$ cat src/design/rsc_pkg.sv
// Purpose: constants for the reset source control block
// Assumes: 8-bit register port, 40 MHz system clock
// Notes: timing figures in ns, cycle counts derived below
package rsc_pkg;
   // ****************************************
   // register indices
   // ****************************************
   localparam logic [1:0] ADDR_PIN_SELECT = 2'h0;
   localparam logic [1:0] ADDR_CAUSE_FLAGS = 2'h1;
   localparam logic [1:0] ADDR_THRESHOLD = 2'h2;

   // ****************************************
   // codes and reset values
   // ****************************************
   localparam logic [7:0] PIN_SEL_IO = 8'h55;
   localparam logic [7:0] PIN_SEL_EXT_RESET = 8'hAA;
   localparam logic [7:0] THR_1V7 = 8'h66;
   localparam logic [7:0] THR_1V9 = 8'h55;
   localparam logic [7:0] THR_2V55 = 8'h33;
   localparam logic [7:0] THR_3V15 = 8'h99;
   localparam logic [7:0] THR_3V8 = 8'hAA;
   localparam logic [7:0] THR_DISABLE = 8'hF0;
   localparam logic [7:0] PIN_SEL_POR = PIN_SEL_IO;
   localparam logic [7:0] THR_POR = THR_1V7;

   // ****************************************
   // flag bit positions
   // ****************************************
   localparam int FLAG_SELECT_REG = 3;
   localparam int FLAG_LOW_SUPPLY = 2;
   localparam int FLAG_THRESHOLD_REG = 1;
   localparam int FLAG_WATCHDOG_REG = 0;
   localparam int FLAG_BITS = 4;

   // ****************************************
   // timing
   // ****************************************
   localparam int CLK_PERIOD_NS = 25;
   localparam int SOFT_RESET_DELAY_NS = 1000;
   localparam int RESET_DELAY_TIME_NS = 2000;
   localparam int LOW_SUPPLY_FILTER_NS = 500;
   localparam int SOFT_RESET_CYC =
      (SOFT_RESET_DELAY_NS + CLK_PERIOD_NS - 1) / CLK_PERIOD_NS;
   localparam int RESET_DELAY_CYC =
      (RESET_DELAY_TIME_NS + CLK_PERIOD_NS - 1) / CLK_PERIOD_NS;
   localparam int LOW_SUPPLY_CYC =
      (LOW_SUPPLY_FILTER_NS + CLK_PERIOD_NS - 1) / CLK_PERIOD_NS;

   // ****************************************
   // sequencer states, gray except between run and delay
   // ****************************************
   typedef enum logic [1:0] {
      ST_RUN = 2'b00,
      ST_HOLD = 2'b01,
      ST_DELAY = 2'b11
   } rsc_state_type;
endpackage : rsc_pkg

$ cat src/design/rsc_reset_source_control.sv
// Purpose: reset source selection, traps and cause flags
// Assumes: pins arrive asynchronous and are synchronised here
// Notes: one clock, one register port, no interrupts
//
// Added by the designer: strobed register access and the address map.
`timescale 1ns/1ps
`default_nettype none

// Summary of operation
// - power-on resets core and presets ports high
// - 0x55 selects I/O, 0xAA external reset
// - illegal pin select resets after soft delay
// - pin select powers up as 0x55
// - pin select trap sets bit 3 flag
// - all resets restore pin select, except warm watchdog restart
// - external reset selection overrides pin sharing
// - low external pin resets, restart at zero
// - hold while pin low, then reset delay
// - select flag set by hardware, software clears
// - flags at bits 3..0, upper bits zero
// - low supply detect off in sleep, idle
// - low supply must outlast filter time
// - threshold codes decode five levels, disable
// - illegal threshold resets, flags, restores register
// - genuine low supply keeps threshold register
// - threshold powers up as 0x66
// - watchdog flag set by hardware, software clears
module rsc_reset_source_control #(
   parameter int SOFT_RESET_CYCLES = rsc_pkg::SOFT_RESET_CYC,
   parameter int RESET_DELAY_CYCLES = rsc_pkg::RESET_DELAY_CYC,
   parameter int LOW_SUPPLY_CYCLES = rsc_pkg::LOW_SUPPLY_CYC
) (
   // clock and reset
   input wire logic clk_sys,
   input wire logic sys_rst,
   // register port
   input wire logic [1:0] regAddr,
   input wire logic [7:0] regWrData,
   input wire logic regWrStb,
   input wire logic regRdStb,
   output logic [7:0] regRdData_ff,
   // pins and monitors
   input wire logic resetPinN,
   input wire logic lowSupply,
   input wire logic sleepOrIdle,
   input wire logic watchdogRegTrap,
   input wire logic watchdogWarmReset,
   // core side
   output logic coreReset_ff,
   output logic pinIsReset_ff,
   output logic [2:0] thresholdLevel_ff,
   output logic lowSupplyEnable_ff
);
   // ****************************************
   // parameter checks
   // ****************************************
   localparam int CW = 16;
   localparam int CNT_MAX = 2**CW - 1;
   // counters are CW bits; longer delays need a wider CW
   if (SOFT_RESET_CYCLES < 1 ||
       SOFT_RESET_CYCLES > CNT_MAX) begin : g_bad_soft
      $error("rsc: soft reset count out of range");
   end
   if (RESET_DELAY_CYCLES < 1 ||
       RESET_DELAY_CYCLES > CNT_MAX) begin : g_bad_delay
      $error("rsc: reset delay count out of range");
   end
   if (LOW_SUPPLY_CYCLES < 1 ||
       LOW_SUPPLY_CYCLES > CNT_MAX) begin : g_bad_low
      $error("rsc: low supply count out of range");
   end

   localparam logic [CW-1:0] SOFT_LAST = CW'(SOFT_RESET_CYCLES - 1);
   localparam logic [CW-1:0] DELAY_LAST = CW'(RESET_DELAY_CYCLES - 1);
   localparam logic [CW-1:0] LOW_LAST = CW'(LOW_SUPPLY_CYCLES - 1);

   // ****************************************
   // input synchronisers
   // ****************************************
   logic [2:0] syncA_ff;
   logic [2:0] syncB_ff;
   logic pinN;
   logic lowSup;
   logic sleeping;
   always_ff @(posedge clk_sys or posedge sys_rst) begin
      if (sys_rst) begin
         syncA_ff <= 3'h7;
         syncB_ff <= 3'h7;
      end else begin
         syncA_ff <= {resetPinN, lowSupply, sleepOrIdle};
         syncB_ff <= syncA_ff;
      end
   end
   assign pinN = syncB_ff[2];
   assign lowSup = syncB_ff[1];
   assign sleeping = syncB_ff[0];

   // ****************************************
   // registers and decode
   // ****************************************
   logic [7:0] pinSelect_ff;
   logic [7:0] threshold_ff;
   logic [rsc_pkg::FLAG_BITS-1:0] flags_ff;
   logic pinSelLegal;
   logic thrLegal;
   logic thrEnabled;
   logic [2:0] nxt_level;
   logic extResetSel;

   assign pinSelLegal = (pinSelect_ff == rsc_pkg::PIN_SEL_IO) ||
      (pinSelect_ff == rsc_pkg::PIN_SEL_EXT_RESET);
   assign extResetSel = pinSelect_ff == rsc_pkg::PIN_SEL_EXT_RESET;

   always_comb begin
      thrLegal = 1'b1;
      thrEnabled = 1'b1;
      nxt_level = 3'h0;
      case (threshold_ff)
         rsc_pkg::THR_1V7: nxt_level = 3'h1;
         rsc_pkg::THR_1V9: nxt_level = 3'h2;
         rsc_pkg::THR_2V55: nxt_level = 3'h3;
         rsc_pkg::THR_3V15: nxt_level = 3'h4;
         rsc_pkg::THR_3V8: nxt_level = 3'h5;
         rsc_pkg::THR_DISABLE: thrEnabled = 1'b0;
         default: begin
            thrLegal = 1'b0;
            thrEnabled = 1'b0;
         end
      endcase
   end

   // ****************************************
   // trap and filter timers
   // ****************************************
   logic [CW-1:0] pinTrapCnt_ff;
   logic [CW-1:0] thrTrapCnt_ff;
   logic [CW-1:0] lowCnt_ff;
   logic pinTrapFire;
   logic thrTrapFire;
   logic lowFire;
   logic detectOn;
   logic busy;

   // detector idles in sleep or idle mode
   assign detectOn = thrEnabled && !sleeping;
   // trap counters idle while a reset runs, so one fault fires once
   assign pinTrapFire = !pinSelLegal && pinTrapCnt_ff == SOFT_LAST;
   assign thrTrapFire = !thrLegal && thrTrapCnt_ff == SOFT_LAST;
   assign lowFire = detectOn && lowSup && lowCnt_ff == LOW_LAST;

   always_ff @(posedge clk_sys or posedge sys_rst) begin
      if (sys_rst) begin
         pinTrapCnt_ff <= '0;
      end else if (pinSelLegal || busy) begin
         pinTrapCnt_ff <= '0;
      end else if (pinTrapCnt_ff != SOFT_LAST) begin
         pinTrapCnt_ff <= pinTrapCnt_ff + 1'b1;
      end
   end

   always_ff @(posedge clk_sys or posedge sys_rst) begin
      if (sys_rst) begin
         thrTrapCnt_ff <= '0;
      end else if (thrLegal || busy) begin
         thrTrapCnt_ff <= '0;
      end else if (thrTrapCnt_ff != SOFT_LAST) begin
         thrTrapCnt_ff <= thrTrapCnt_ff + 1'b1;
      end
   end

   // short dips restart the count, so they never reset
   always_ff @(posedge clk_sys or posedge sys_rst) begin
      if (sys_rst) begin
         lowCnt_ff <= '0;
      end else if (!detectOn || !lowSup || busy) begin
         lowCnt_ff <= '0;
      end else if (lowCnt_ff != LOW_LAST) begin
         lowCnt_ff <= lowCnt_ff + 1'b1;
      end
   end

   // ****************************************
   // reset sequencer
   // ****************************************
   rsc_pkg::rsc_state_type state_ff;
   rsc_pkg::rsc_state_type nxt_state;
   logic [CW-1:0] delayCnt_ff;
   logic pinHeld;
   logic softFire;

   // external pin only counts while selected
   assign pinHeld = extResetSel && !pinN;
   assign softFire = pinTrapFire || thrTrapFire || lowFire;
   assign busy = state_ff != rsc_pkg::ST_RUN;

   always_comb begin
      nxt_state = state_ff;
      case (state_ff)
         rsc_pkg::ST_RUN: begin
            if (pinHeld) begin
               nxt_state = rsc_pkg::ST_HOLD;
            end else if (softFire || watchdogRegTrap) begin
               nxt_state = rsc_pkg::ST_DELAY;
            end
         end
         rsc_pkg::ST_HOLD: begin
            if (pinN) begin
               nxt_state = rsc_pkg::ST_DELAY;
            end
         end
         rsc_pkg::ST_DELAY: begin
            // a pin pulled low again restarts the hold
            if (!pinN && extResetSel) begin
               nxt_state = rsc_pkg::ST_HOLD;
            end else if (delayCnt_ff == DELAY_LAST) begin
               nxt_state = rsc_pkg::ST_RUN;
            end
         end
         default: nxt_state = rsc_pkg::ST_RUN;
      endcase
   end

   always_ff @(posedge clk_sys or posedge sys_rst) begin
      if (sys_rst) begin
         state_ff <= rsc_pkg::ST_DELAY;
      end else begin
         state_ff <= nxt_state;
      end
   end

   always_ff @(posedge clk_sys or posedge sys_rst) begin
      if (sys_rst) begin
         delayCnt_ff <= '0;
      end else if (state_ff != rsc_pkg::ST_DELAY) begin
         delayCnt_ff <= '0;
      end else if (delayCnt_ff != DELAY_LAST) begin
         delayCnt_ff <= delayCnt_ff + 1'b1;
      end
   end

   // core held in reset; ports float high as inputs meanwhile
   always_ff @(posedge clk_sys or posedge sys_rst) begin
      if (sys_rst) begin
         coreReset_ff <= 1'b1;
      end else begin
         coreReset_ff <= nxt_state != rsc_pkg::ST_RUN;
      end
   end

   // ****************************************
   // register writes
   // ****************************************
   // write strobes decoded once, shared by the register processes
   logic wrPinSel;
   logic wrThreshold;
   logic wrFlags;
   assign wrPinSel = regWrStb && regAddr == rsc_pkg::ADDR_PIN_SELECT;
   assign wrThreshold = regWrStb && regAddr == rsc_pkg::ADDR_THRESHOLD;
   assign wrFlags = regWrStb && regAddr == rsc_pkg::ADDR_CAUSE_FLAGS;

   logic anyReset;
   assign anyReset = !busy &&
      (pinHeld || softFire || watchdogRegTrap);

   always_ff @(posedge clk_sys or posedge sys_rst) begin
      if (sys_rst) begin
         pinSelect_ff <= rsc_pkg::PIN_SEL_POR;
      end else if (anyReset || watchdogWarmReset) begin
         // warm watchdog restart leaves the selection alone
         if (!watchdogWarmReset || anyReset) begin
            pinSelect_ff <= rsc_pkg::PIN_SEL_POR;
         end
      end else if (wrPinSel) begin
         pinSelect_ff <= regWrData;
      end
   end

   always_ff @(posedge clk_sys or posedge sys_rst) begin
      if (sys_rst) begin
         threshold_ff <= rsc_pkg::THR_POR;
      end else if (thrTrapFire && !busy) begin
         threshold_ff <= rsc_pkg::THR_POR;
      end else if (lowFire) begin
         threshold_ff <= threshold_ff;
      end else if (wrThreshold) begin
         threshold_ff <= regWrData;
      end
   end

   // set beats a same-cycle software clear
   logic [rsc_pkg::FLAG_BITS-1:0] flagSet;
   assign flagSet[rsc_pkg::FLAG_SELECT_REG] = pinTrapFire && !busy;
   assign flagSet[rsc_pkg::FLAG_LOW_SUPPLY] = lowFire && !busy;
   assign flagSet[rsc_pkg::FLAG_THRESHOLD_REG] = thrTrapFire && !busy;
   assign flagSet[rsc_pkg::FLAG_WATCHDOG_REG] = watchdogRegTrap && !busy;

   generate
      for (genvar i = 0; i < rsc_pkg::FLAG_BITS; i++) begin : g_flag
         always_ff @(posedge clk_sys or posedge sys_rst) begin
            if (sys_rst) begin
               flags_ff[i] <= 1'b0;
            end else if (flagSet[i]) begin
               flags_ff[i] <= 1'b1;
            end else if (wrFlags && !regWrData[i]) begin
               flags_ff[i] <= 1'b0;
            end
         end
      end
   endgenerate

   // ****************************************
   // read port and status outputs
   // ****************************************
   logic [7:0] nxt_rdData;
   always_comb begin
      if (!regRdStb) begin
         nxt_rdData = 8'h00;
      end else if (regAddr == rsc_pkg::ADDR_PIN_SELECT) begin
         nxt_rdData = pinSelect_ff;
      end else if (regAddr == rsc_pkg::ADDR_CAUSE_FLAGS) begin
         nxt_rdData = {4'h0, flags_ff};
      end else if (regAddr == rsc_pkg::ADDR_THRESHOLD) begin
         nxt_rdData = threshold_ff;
      end else begin
         nxt_rdData = 8'h00;
      end
   end

   always_ff @(posedge clk_sys or posedge sys_rst) begin
      if (sys_rst) begin
         regRdData_ff <= 8'h00;
         pinIsReset_ff <= 1'b0;
         thresholdLevel_ff <= 3'h1;
         lowSupplyEnable_ff <= 1'b1;
      end else begin
         regRdData_ff <= nxt_rdData;
         pinIsReset_ff <= extResetSel;
         thresholdLevel_ff <= nxt_level;
         lowSupplyEnable_ff <= detectOn;
      end
   end
endmodule : rsc_reset_source_control

`default_nettype wire

$ cat config.mk
export PLATFORM = sky130hd
export DESIGN_NAME = rsc_reset_source_control
export DESIGN_NICKNAME = d
export VERILOG_FILES = /design/src/design/rsc_pkg.sv /design/src/design/rsc_reset_source_control.sv
export SDC_FILE = /design/constraint.sdc
export NUM_CORES = 1
export LEC_CHECK = 0
export BUFFER_PORTS_ARGS = -buffer_cell sky130_fd_sc_hd__buf_4
export CAP_MARGIN = 20
export CORE_MARGIN = 4
export CORE_UTILIZATION = 48
export DETAILED_ROUTE_END_ITERATION = 8
export PLACE_DENSITY = 0.66
export SLEW_MARGIN = 10
export SYNTH_ARGS = -nofsm -noshare
export SYNTH_HDL_FRONTEND = slang
export SYNTH_SLANG_ARGS = --single-unit
$ cat constraint.sdc
create_clock -name clk_sys -period 8.63 [get_ports clk_sys]
set_input_delay 0.863 -clock clk_sys [delete_from_list [all_inputs] [get_ports clk_sys]]
set_output_delay 0.863 -clock clk_sys [all_outputs]
set_load 0.05 [all_outputs]
==> results.ini <==
[run_status]
run_status = completed

[finish]
insertedDiodeCount = 0
layout_commonest_cell = dfrtp_1
drive_gt1_share_pct = 16.7
final_cell_mix = dfrtp_1 (87), nor2_1 (76), nand2_1 (39), nand3_1 (39), buf_4 (33)
final_nets = 557
area_delta_synth_final_pct = 11.5
utilization_pct = 55.7

[grt]
grtUsageMet1_pct = 22.4
met3_usage_pct = 4.53
grt_use_met2_pct = 26.8
grt_pass1_wl_um = 17400
antenna_found_initial = 0
track_usage_pct = 16.9
grt_overflow = 0
grt_pass1_vias = 3674
grt_max_degree = 86
grt.busiest_layer = met2

[die]
die_y_um = 112
start_util_pct = 50.0
die_w_um = 112
coreArea_mm2 = 0.0105
io_pins = 33
rows = 37
dieArea_mm2 = 0.0126

[min_path]
worstHoldEndpoint = syncB_ff[1]
min_from = syncA_ff[1]
hold_path.class = register to register
holdPathStages = 0

[clock_tree]
cts_hold_buf = 0
cts_resized = 0
clk_latency_ns = 0.38
postCtsSetupBuffers = 0
clockBufferDepth = 2
cts_tree = built
clk_pin_slew_ns = 0.10
numCtsBuffers = 9
cts.sinks = 106
root_buffer = clkbuf_8
h-tree-depth = 3

[worst_setup_path]
crit_buf_inv = 0
crit_slowest_cell = dfstp_2
worstReg2RegEnd = coreReset_ff
max_stage_delay_ns = 0.60
cp.required_ns = 8.95
startpoint_type = register
path_cells = nand4bb_1, a2111oi_2, or4b_1, o2111ai_2, o311a_1
cp.depth = 5
path_class = register to register
r2r_start = threshold_ff[6]
rr_worst_depth = 5
cp_data_arrival_time_ns = 2.68
path_max_fanout = 7
reg2reg_slack_ns = 6.26
cpLargestDelayFamily = compound AO/OA/AOI/OAI gates
cp-end-kind = register

[timing]
slew_violations = 0
fin_setup_tns_ns = 0
fin_crit_sh_pct = 27.4
setup_ws_ns = 6.26
timing.hold.ws_ns = 0.362
max_slew.worst_pin.slew_ns = 0.634
rsz0062_at_grt = false
max_freq_mhz = 423
period_needed_ns = 2.37
worst_slew_margin_rel_pct = 57.2
skew_ns = 0.00860
setup_viol = 0
hold_viol_final = 0

[pwr]
power_leakage_uw = 0.00240
ir_drop_mv = 0.146
cellPowerDensity_mw_per_mm2 = 191

[routing]
routed_wl_um = 10300
drc = 0
detail-route-antenna-nets = 0
drt_iter0_drc = 226
wl_per_cell_um = 15.2
first_pass_iters = 4
dr_total_vias = 3797
routed_via_density = 5.63

[yosys]
yosysSeqAreaShare_pct = 51.2
ys_ff_latch = 106
ys.flop_type = dfrtp_1
syn_avg_cell_area_um2 = 10.4
yosysWarnings = 0
synth_fp_nets = 525
synthCells = 502
ys_types = 57
async_flop_share_pct = 100
syn_area_mm2 = 0.00523
synth_edf_count = 0

[flow_run]
max-cap-violations = 0

[placed_design]
detailed_place_hpwl_um = 7170
place_ws_ns = 6.11
gp_congestion = 0.870
port_buffers = 32

## cells by family (layout without fill, tap and decap cells)
family	Yosys count	count (layout)	share of synthesized area (%)
AOI/OAI and AO/OA	43	43	6.20
and+or+nand+nor	250	250	26.5
buffers and inverters	23	60	1.84
muxes	21	21	4.05
DFF	106	106	51.2
xor gates and xnor gates	55	55	9.22
adders and majority gates	4	4	0.958
## worst register-to-register path, cell delays in order, from the launching register on
cell	delay (ns)
dfstp_2	0.60
nand4bb_1	0.14
a2111oi_2	0.53
or4b_1	0.38
o2111ai_2	0.27
o311a_1	0.39
## registers in the layout, indices dropped and copies added (netlist names)
name and count:
lowCnt_ff 16, pinSelect_ff 8, threshold_ff 8, lowSupplyEnable_ff 1
syncB_ff 3, pinIsReset_ff 1, coreReset_ff 1, flags_ff 4
thrTrapCnt_ff 16, thresholdLevel_ff 3, syncA_ff 3, pinTrapCnt_ff 16
state_ff 2, delayCnt_ff 16, regRdData_ff 8
## per-layer routing
layer	vias to the layer above	part of all wire (%)
met5	-	0
met4	0	1.8
met3	17	4.2
met2	64	47
met1	1875	47
li1	1841	-
## synth_stat cells (all sizes together), types with 2 or more instances
master / n / area (um2)
buf: 5 / 28.8
or4b: 2 / 20.0
a21oi: 11 / 58.8
mux2i: 20 / 200
o311a: 2 / 20.0
nor3: 13 / 70.1
nand2: 40 / 153
and3: 5 / 31.3
nor2: 76 / 285
nor4bb: 7 / 76.3
a2111oi: 2 / 42.5
clkbuf: 9 / 33.8
and2: 8 / 50.1
nand3: 39 / 195
nor4: 9 / 71.3
nand4bb: 2 / 22.5
dfrtp: 87 / 2180
nor2b: 3 / 18.8
and4bb: 4 / 53.8
nor4b: 6 / 67.6
and4: 8 / 70.1
inv: 9 / 33.8
or3: 4 / 25.0
xnor2: 23 / 201
xor2: 32 / 280
ha: 4 / 50.1
o21ai: 21 / 105
nand4: 18 / 134
dfstp: 19 / 499
nor3b: 2 / 15.0
## cell type report
cell class	instances	area [um2]
Fill cell	938	4640
Sequential cell	106	2680
Multi-Input combinational cell	373	2460
Timing Repair Buffer	35	283
Tap cell	136	170
Clock buffer	9	124
Clock inverter	7	76.3
Inverter	9	36.3
## worst max path at each step
| stage | startpoint | end | slack [ns] |
|---|---|---|---|
| after floorplan | sys_rst | delayCnt_ff[0] | 5.01 |
| after global placement | regAddr[1] | pinSelect_ff[5] | 6.17 |
| after detailed placement | regAddr[1] | pinSelect_ff[5] | 6.11 |
| after CTS | threshold_ff[6] | coreReset_ff | 6.26 |
| after global routing | lowCnt_ff[0] | threshold_ff[7] | 6.01 |
| final | threshold_ff[6] | coreReset_ff | 6.26 |
## metrics by stage
step / area (um2) / cells / total power [uW]
detailed placement: 5590 / 657 / 813
floorplan: 5230 / 502 / 748
global placement: 5590 / 657 / 806
global route: 5830 / 675 / 1180
CTS: 5790 / 673 / 1120
finish: 5830 / 675 / 1110
## power breakdown
group          internal [uW]  switching, uW  total, uW  leakage (uW)
Combinational           76.9            133        210      0.000910
Sequential               549           45.3        594       0.00140
Clock                    136            174        310     0.0000962
Total                    761            352       1110       0.00240
Note: power is estimated with default switching activity, not from simulation.
